`src/sfdp_pkg.sv`:
```
/*
 * Package for the flash parameter block: fixed parameter words, status
 * layout, instruction codes, register map, timing and carrier types.
 * Assumes a single 40 MHz clock and an APB register port.
 */
package sfdp_pkg;

   // ==========================================================
   // Clock and power-down exit timing
   // ==========================================================
   localparam int CLK_MHZ          = 40;
   localparam logic [1:0] EXIT_UNIT_CODE = 2'h1;
   localparam int EXIT_UNIT_NS     = 1000;
   localparam logic [4:0] EXIT_COUNT_CODE = 5'h1d;
   localparam int EXIT_DELAY_NS    = (int'(EXIT_COUNT_CODE) + 1)
                                     * EXIT_UNIT_NS;
   localparam int EXIT_CYCLES      = (EXIT_DELAY_NS * CLK_MHZ + 999) / 1000;
   localparam int TMR_W            = 11;

   // ==========================================================
   // Parameter doublewords and field positions
   // ==========================================================
   localparam logic [31:0] DW14_VALUE = 32'h5cd5bdf7;
   localparam logic [31:0] DW15_VALUE = 32'hff5df68c;
   localparam int UNIT_LSB   = 13;
   localparam int COUNT_LSB  = 8;
   localparam int POLL_LSB   = 2;
   localparam logic [1:0] POLL_LEGACY = 2'h1;
   localparam int HOLD_DIS_BIT = 23;
   localparam int QUAD_REQ_LSB = 20;
   localparam logic [2:0] QUAD_REQ_STATUS2_BIT1 = 3'h5;

   // ==========================================================
   // Status bytes
   // ==========================================================
   localparam int WRITE_IN_PROGRESS_BIT = 0;
   localparam int QUAD_IO_ENABLE_BIT    = 1;
   localparam logic [7:0] SR1_RESET = 8'h00;
   localparam logic [7:0] SR2_RESET = 8'h00;

   // ==========================================================
   // Instructions
   // ==========================================================
   localparam logic [7:0] INS_WRITE_SR  = 8'h01;
   localparam logic [7:0] INS_READ_SR1  = 8'h05;
   localparam logic [7:0] INS_READ_SR2  = 8'h35;
   localparam logic [7:0] INS_ENTER_DPD = 8'hb9;
   localparam logic [7:0] INS_EXIT_DPD  = 8'hab;

   // ==========================================================
   // Register map (byte addresses)
   // ==========================================================
   localparam logic [7:0] ADDR_DW14   = 8'h00;
   localparam logic [7:0] ADDR_DW15   = 8'h04;
   localparam logic [7:0] ADDR_CMD    = 8'h08;
   localparam logic [7:0] ADDR_RESP   = 8'h0c;
   localparam logic [7:0] ADDR_STATUS = 8'h10;
   localparam int CMD_D1_LSB = 8;
   localparam int CMD_D2_LSB = 16;

   // ==========================================================
   // Types
   // ==========================================================
   typedef enum logic [2:0] {
      PWR_ACTIVE = 3'b001,
      PWR_DOWN   = 3'b010,
      PWR_WAKING = 3'b100
   } pwr_state_t;

   typedef struct packed {
      logic        psel;
      logic        penable;
      logic        pwrite;
      logic [7:0]  paddr;
      logic [31:0] pwdata;
   } apb_req_t;

   typedef struct packed {
      logic [7:0] ins;
      logic [7:0] dataOne;
      logic [7:0] dataTwo;
   } flash_cmd_t;

endpackage

```
`src/sfdp_powerdown_polling_params.sv`:
```
/*
 * Flash parameter and status block: read-only parameter doublewords,
 * two status bytes with busy and quad-enable bits, and the deep
 * power-down exit delay, driven by instructions written over APB.
 * Assumes one clock, a synchronous active-high reset and a compliant
 * APB master.
 */
// Our own choices: the APB register port and the register offsets.
`timescale 1ns/1ps

//Contract
// - Delay unit field reads 01b, one microsecond
// - Delay count reads 11101b, thirty microseconds total
// - Busy polled by 05h, flag in bit 0
// - Busy flag one while busy, zero ready
// - Doubleword 14 reads 5C D5 BD F7
// - Doubleword 15 top byte reads all ones
// - Hold and protect disable reported as zero
// - Quad-enable requirement field reads 101b
// - Write status 01h, second byte bit1 sets
// - 35h returns status two, 05h status one
module sfdp_powerdown_polling_params
   import sfdp_pkg::*;
(
   // Clock and reset
   input  wire logic        ref_clk,
   input  wire logic        rst,
   // APB slave
   input  wire logic        psel,
   input  wire logic        penable,
   input  wire logic        pwrite,
   input  wire logic [7:0]  paddr,
   input  wire logic [31:0] pwdata,
   output logic             pready,
   output logic [31:0]      prdata,
   output logic             pslverr,
   // Device state
   input  wire logic        opBusy,
   output logic             quadIoEnable,
   output logic             deepPowerDown
);

   // ==========================================================
   // APB slave
   // ==========================================================
   apb_req_t    req;
   flash_cmd_t  cmd;
   logic        accessDone;
   logic        cmdExec;
   logic        knownAddr;
   logic        pready_reg, pready_next;
   logic        pslverr_reg, pslverr_next;
   logic [31:0] prdata_reg, prdata_next;
   logic [31:0] readMux;

   pwr_state_t       pwr_reg, pwr_next;
   logic [TMR_W-1:0] tmr_reg, tmr_next;
   logic [7:0]       sr1_reg, sr1_next;
   logic [7:0]       sr2_reg, sr2_next;
   logic [7:0]       resp_reg, resp_next;
   logic             writeInProgressFlag;

   assign req = '{psel: psel, penable: penable, pwrite: pwrite,
                  paddr: paddr, pwdata: pwdata};
   assign accessDone = req.psel && req.penable && pready_reg;
   assign cmd = '{ins: req.pwdata[7:0],
                  dataOne: req.pwdata[CMD_D1_LSB +: 8],
                  dataTwo: req.pwdata[CMD_D2_LSB +: 8]};
   assign cmdExec = accessDone && req.pwrite && req.paddr == ADDR_CMD;

   // Busy while an internal operation runs or the exit delay counts
   assign writeInProgressFlag = opBusy || pwr_reg == PWR_WAKING;

   always_comb begin
      knownAddr = 1'b1;
      case (req.paddr)
         ADDR_DW14:   readMux = DW14_VALUE;
         ADDR_DW15:   readMux = DW15_VALUE;
         ADDR_CMD:    readMux = 32'h0000_0000;
         ADDR_RESP:   readMux = {24'h00_0000, resp_reg};
         ADDR_STATUS: readMux = {13'h0000, pwr_reg, sr2_reg,
                                 sr1_reg[7:1], writeInProgressFlag};
         default: begin
            readMux   = 32'h0000_0000;
            knownAddr = 1'b0;
         end
      endcase
   end

   // One wait state: pready rises in the second access cycle
   always_comb begin
      pready_next  = 1'b0;
      pslverr_next = 1'b0;
      prdata_next  = prdata_reg;
      if (req.psel && req.penable && !pready_reg) begin
         pready_next  = 1'b1;
         pslverr_next = !knownAddr ||
                        (req.pwrite && req.paddr != ADDR_CMD);
         prdata_next  = req.pwrite ? 32'h0000_0000 : readMux;
      end
   end

   always_ff @(posedge ref_clk) begin
      if (rst) begin
         pready_reg  <= 1'b0;
         pslverr_reg <= 1'b0;
         prdata_reg  <= 32'h0000_0000;
      end else begin
         pready_reg  <= pready_next;
         pslverr_reg <= pslverr_next;
         prdata_reg  <= prdata_next;
      end
   end

   // ==========================================================
   // Instruction execution and power state
   // ==========================================================
   always_comb begin
      pwr_next  = pwr_reg;
      tmr_next  = tmr_reg;
      sr1_next  = sr1_reg;
      sr2_next  = sr2_reg;
      resp_next = resp_reg;
      case (pwr_reg)
         PWR_ACTIVE: begin
            if (cmdExec) begin
               case (cmd.ins)
                  INS_READ_SR1:
                     resp_next = {sr1_reg[7:1], writeInProgressFlag};
                  INS_READ_SR2:
                     resp_next = sr2_reg;
                  INS_WRITE_SR: begin
                     if (!writeInProgressFlag) begin
                        sr1_next = {cmd.dataOne[7:1], 1'b0};
                        sr2_next = cmd.dataTwo;
                     end
                  end
                  INS_ENTER_DPD: begin
                     if (!writeInProgressFlag) begin
                        pwr_next = PWR_DOWN;
                     end
                  end
                  default: resp_next = resp_reg;
               endcase
            end
         end
         PWR_DOWN: begin
            if (cmdExec && cmd.ins == INS_EXIT_DPD) begin
               pwr_next = PWR_WAKING;
               tmr_next = TMR_W'(EXIT_CYCLES - 1);
            end
         end
         PWR_WAKING: begin
            // Status polling still answers during the exit delay
            if (cmdExec && cmd.ins == INS_READ_SR1) begin
               resp_next = {sr1_reg[7:1], writeInProgressFlag};
            end else if (cmdExec && cmd.ins == INS_READ_SR2) begin
               resp_next = sr2_reg;
            end
            if (tmr_reg == '0) begin
               pwr_next = PWR_ACTIVE;
            end else begin
               tmr_next = tmr_reg - TMR_W'(1);
            end
         end
         default: pwr_next = PWR_ACTIVE;
      endcase
   end

   always_ff @(posedge ref_clk) begin
      if (rst) begin
         pwr_reg      <= PWR_ACTIVE;
         tmr_reg      <= '0;
         sr1_reg      <= SR1_RESET;
         sr2_reg      <= SR2_RESET;
         resp_reg     <= 8'h00;
         quadIoEnable <= 1'b0;
         deepPowerDown <= 1'b0;
      end else begin
         pwr_reg      <= pwr_next;
         tmr_reg      <= tmr_next;
         sr1_reg      <= sr1_next;
         sr2_reg      <= sr2_next;
         resp_reg     <= resp_next;
         quadIoEnable <= sr2_next[QUAD_IO_ENABLE_BIT];
         deepPowerDown <= pwr_next != PWR_ACTIVE;
      end
   end

   assign pready  = pready_reg;
   assign prdata  = prdata_reg;
   assign pslverr = pslverr_reg;

   // ==========================================================
   // Assertions
   // ==========================================================
   // Elaboration check: the exit delay must fit the down-counter
   if (EXIT_CYCLES >= (1 << TMR_W) || EXIT_CYCLES < 1) begin : g_tmr_chk
      $error("Exit delay counter too narrow");
   end

   // Waking cycles are counted here so the exit delay length is
   // checked without unrolling a long delay range
   logic [TMR_W-1:0] wakeCnt_reg, wakeCnt_next;

   always_comb begin
      wakeCnt_next = '0;
      if (pwr_reg == PWR_WAKING) begin
         wakeCnt_next = wakeCnt_reg + TMR_W'(1);
      end
   end

   always_ff @(posedge ref_clk) begin
      if (rst) begin
         wakeCnt_reg <= '0;
      end else begin
         wakeCnt_reg <= wakeCnt_next;
      end
   end
endmodule

```
`config.mk`:
```
export PLATFORM = sky130hd
export DESIGN_NAME = sfdp_powerdown_polling_params
export DESIGN_NICKNAME = d
export VERILOG_FILES = /design/src/sfdp_pkg.sv /design/src/sfdp_powerdown_polling_params.sv
export SDC_FILE = /design/constraint.sdc
export NUM_CORES = 1
export LEC_CHECK = 0
export ABC_AREA = 0
export BUFFER_PORTS_ARGS = -buffer_cell sky130_fd_sc_hd__buf_4
export CAP_MARGIN = 20
export CORE_ASPECT_RATIO = 0.6
export CORE_MARGIN = 2
export CORE_UTILIZATION = 45
export CTS_CLUSTER_SIZE = 25
export DETAILED_ROUTE_END_ITERATION = 8
export GPL_ROUTABILITY_DRIVEN = 0
export PLACE_DENSITY = 0.7
export SLEW_MARGIN = 20
export SYNTH_ARGS = -nofsm -noshare
export SYNTH_HDL_FRONTEND = slang
export SYNTH_SLANG_ARGS = --single-unit
export TNS_END_PERCENT = 50
```
`constraint.sdc`:
```
create_clock -name ref_clk -period 5.6 [get_ports ref_clk]
set_input_delay 0.28 -clock ref_clk [delete_from_list [all_inputs] [get_ports ref_clk]]
set_output_delay 0.28 -clock ref_clk [all_outputs]
set_load 0.05 [all_outputs]
```
==> flow_metrics.py <==
metrics = {
    "clocking": {
        "clock_sinks": 62,
        "cts_tree": "done",
        "cts_hold_buf": 0,
        "clockBufferDepth": 2,
        "cts.root.buffer_cell": "clkbuf_16",
        "cts_resized": 0,
        "htreeDepth": 3,
        "cts_buffers": 9,
        "cts_setup_buffers": 0,
        "clkTransAtPathRegs_ns": 0.05,
        "clock_latency_ns": 0.32,
    },
    "power": {
        "p_per_area_mw_per_mm2": 295,
        "total_leakage_power_uw": 0.00150,
        "max-vdd-ir-drop_uv": 149,
    },
    "hold_path": {
        "hp-start": "pwdata[21]",
        "holdPathStages": 3,
        "worstHoldEndpoint": "sr2_reg[5]",
        "hp-class": "in -> reg",
    },
    "sta": {
        "fin_crit_sh_pct": 41.2,
        "tns_ns": 0,
        "period_needed_ns": 2.31,
        "setup_viol": 0,
        "rsz0062_at_grt": "false",
        "fin_hold_ws_ns": 0.187,
        "worstMarginPinSlew_ns": 0.816,
        "fin_worst_skew_ns": 0.00435,
        "timing.fmax_ghz": 0.433,
        "report.final.slew_viol_count": 0,
        "max_slew_margin_pct": 45.4,
        "final_hold_viol_count": 0,
    },
    "setup_path": {
        "crit_arrival_ns": 2.56,
        "r2r_cells": 5,
        "reg2reg_slack_ns": 3.29,
        "regToRegEndpoint": "tmr_reg[6]",
        "cp_max_fo": 10,
        "worstSetupEndpointType": "flop",
        "critical_path_class": "reg -> reg",
        "rr_startpoint": "pwr_reg[1]",
        "worst_setup_path_start_kind": "flop",
        "cp.required_ns": 5.85,
    },
    "layout": {
        "final_nets": 445,
        "num_antenna_cells": 0,
        "area_growth_pct": 26.6,
        "drive_gt1_share_pct": 25.4,
        "largest_reg_flops": 22,
    },
    "logic_synthesis": {
        "yosysWarnings": 0,
        "syn_area_per_cell_um2": 8.88,
        "synth_most_common_cell": "dfxtp_1",
        "ys_seq_area_share_pct": 40.5,
        "async_flop_share_pct": 0,
        "synthFlopType": "dfxtp_1",
        "synth_cell_types": 61,
        "synth-edff-count": 0,
        "synth_top_area_cell": "dfxtp_1",
        "synthesis.instances": 345,
        "synth_area_mm2": 0.00306,
        "synth_top_cell_area_share_pct": 40.5,
        "synth_seq_cells": 62,
        "ys_top_cells_by_count": "dfxtp_1, nor2_1, nand2_1",
        "synthTopCellsByArea": "dfxtp_1, mux2i_1, nor2_1",
        "syn_nets": 393,
    },
    "drt": {
        "firstDrtPassIters": 5,
        "drt_iter0_drc": 243,
        "antenna_left": 0,
        "num_vias": 2817,
        "vias_per_cell": 5.76,
        "routed_wl_um": 7860,
        "wl_per_cell_um": 16.1,
        "drc": 0,
    },
    "die": {
        "num_rows": 23,
        "core_mm2": 0.00662,
        "start_util_pct": 46.3,
        "die_h_um": 67.9,
        "ios": 82,
        "fp.dieArea_mm2": 0.00750,
        "die-width_um": 111,
    },
    "run_status": {
        "status": "finished, final reports clean",
    },
    "global_route": {
        "grt_max_degree": 61,
        "grt-ovfl-total": 0,
        "grt_pass1_vias": 2521,
        "grt_antenna_before_repair": 0,
        "grt_pass1_wl_um": 12600,
        "groute.usage.overall_pct": 21.4,
    },
    "placed_design": {
        "port_buffers": 71,
        "dp_hpwl_um": 5530,
    },
    "run": {
        "cap_violations": 0,
    },
}
stage by stage:
stage / setup slack [ns] / utilization, % / area, um2 / cells / power [uW]
after floorplan: 3.47 / - / 3060 / 345 / 484
after global placement: 3.07 / 53.3 / 3530 / 473 / 512
after detailed placement: 3.04 / 53.3 / 3530 / 473 / 513
after CTS: 3.30 / 58.6 / 3880 / 489 / 1150
after global routing: 3.06 / 58.6 / 3880 / 489 / 1190
final: 3.29 / 58.6 / 3880 / 489 / 1140
area by class of cell:
cell class	instances	area (um2)
clock buffers	10	239
inverters	4	15.0
clock inverters	6	109
flip-flops and latches	62	1240
multi-input cells	248	1620
fillers	592	2740
repair buffers	72	541
well taps	87	109
routing by layer:
metal	global-route usage (%)	part of all wire, %	vias up
met5	0	0	-
met4	6.72	1.1	0
met3	6.47	7.8	12
met2	31.4	41	118
met1	30.4	50	1342
li1	-	-	1345
report_power, final:
group / total (uW) / leakage (uW) / switching (uW) / internal, uW
registers: 443 / 0.000499 / 0.544 / 442
logic: 62.0 / 0.000826 / 35.2 / 26.8
clock network: 640 / 0.000172 / 195 / 445
placed cells by master (no fill, tap or decap), types with 3 or more instances in the layout:
cell type / netlist / layout
nor2b_1: 7 / 7
a22oi_1: 8 / 8
nand2_1: 23 / 23
clkbuf_16: 0 / 9
and2_1: 5 / 5
nand2b_1: 11 / 11
nand3b_1: 3 / 3
nor2_1: 44 / 44
nand4b_1: 5 / 5
nor4b_1: 3 / 3
o21ai_0: 5 / 5
buf_4: 11 / 72
nor3_1: 4 / 4
a21oi_1: 21 / 21
o21bai_1: 4 / 4
a22o_1: 4 / 4
a31oi_1: 9 / 9
nor4_1: 3 / 3
dfxtp_1: 62 / 62
a211oi_1: 9 / 9
nor3b_1: 3 / 3
bufinv_16: 0 / 3
or3_1: 7 / 7
mux2i_1: 22 / 22
inv_1: 4 / 4
nand3_1: 3 / 3
a21boi_0: 3 / 3
kinds of logic (layout without fill, tap and decap cells):
group	count (synthesis)	in the layout	share of synthesized area [%]
flops	62	62	40.5
fa+ha+maj	2	2	0.817
compound gates	81	81	18.5
simple gates	140	140	25.8
buf+inv	35	92	6.49
mux	22	22	7.19
other cells	1	1	0.122
xor+xnor	2	2	0.572
critical path, stage by stage, from the launching register on:
cell	delay, ns
dfxtp_1	0.51
nor3b_1	0.71
and4_1	0.37
a21oi_2	0.12
or3_1	0.37
a21boi_0	0.16
worst max-delay path by stage:
stage                     from          end  slack [ns]  cells past startpoint
CTS                 pwr_reg[1]   tmr_reg[6]        3.30                      5
finish              pwr_reg[1]   tmr_reg[6]        3.29                      5
global placement      paddr[1]  resp_reg[0]        3.07                      6
global route        pwr_reg[1]   tmr_reg[6]        3.06                      5
detailed placement    paddr[1]  resp_reg[6]        3.04                      6
floorplan             paddr[1]   sr2_reg[1]        3.47                      6
Note: power is estimated with default switching activity, not from simulation.
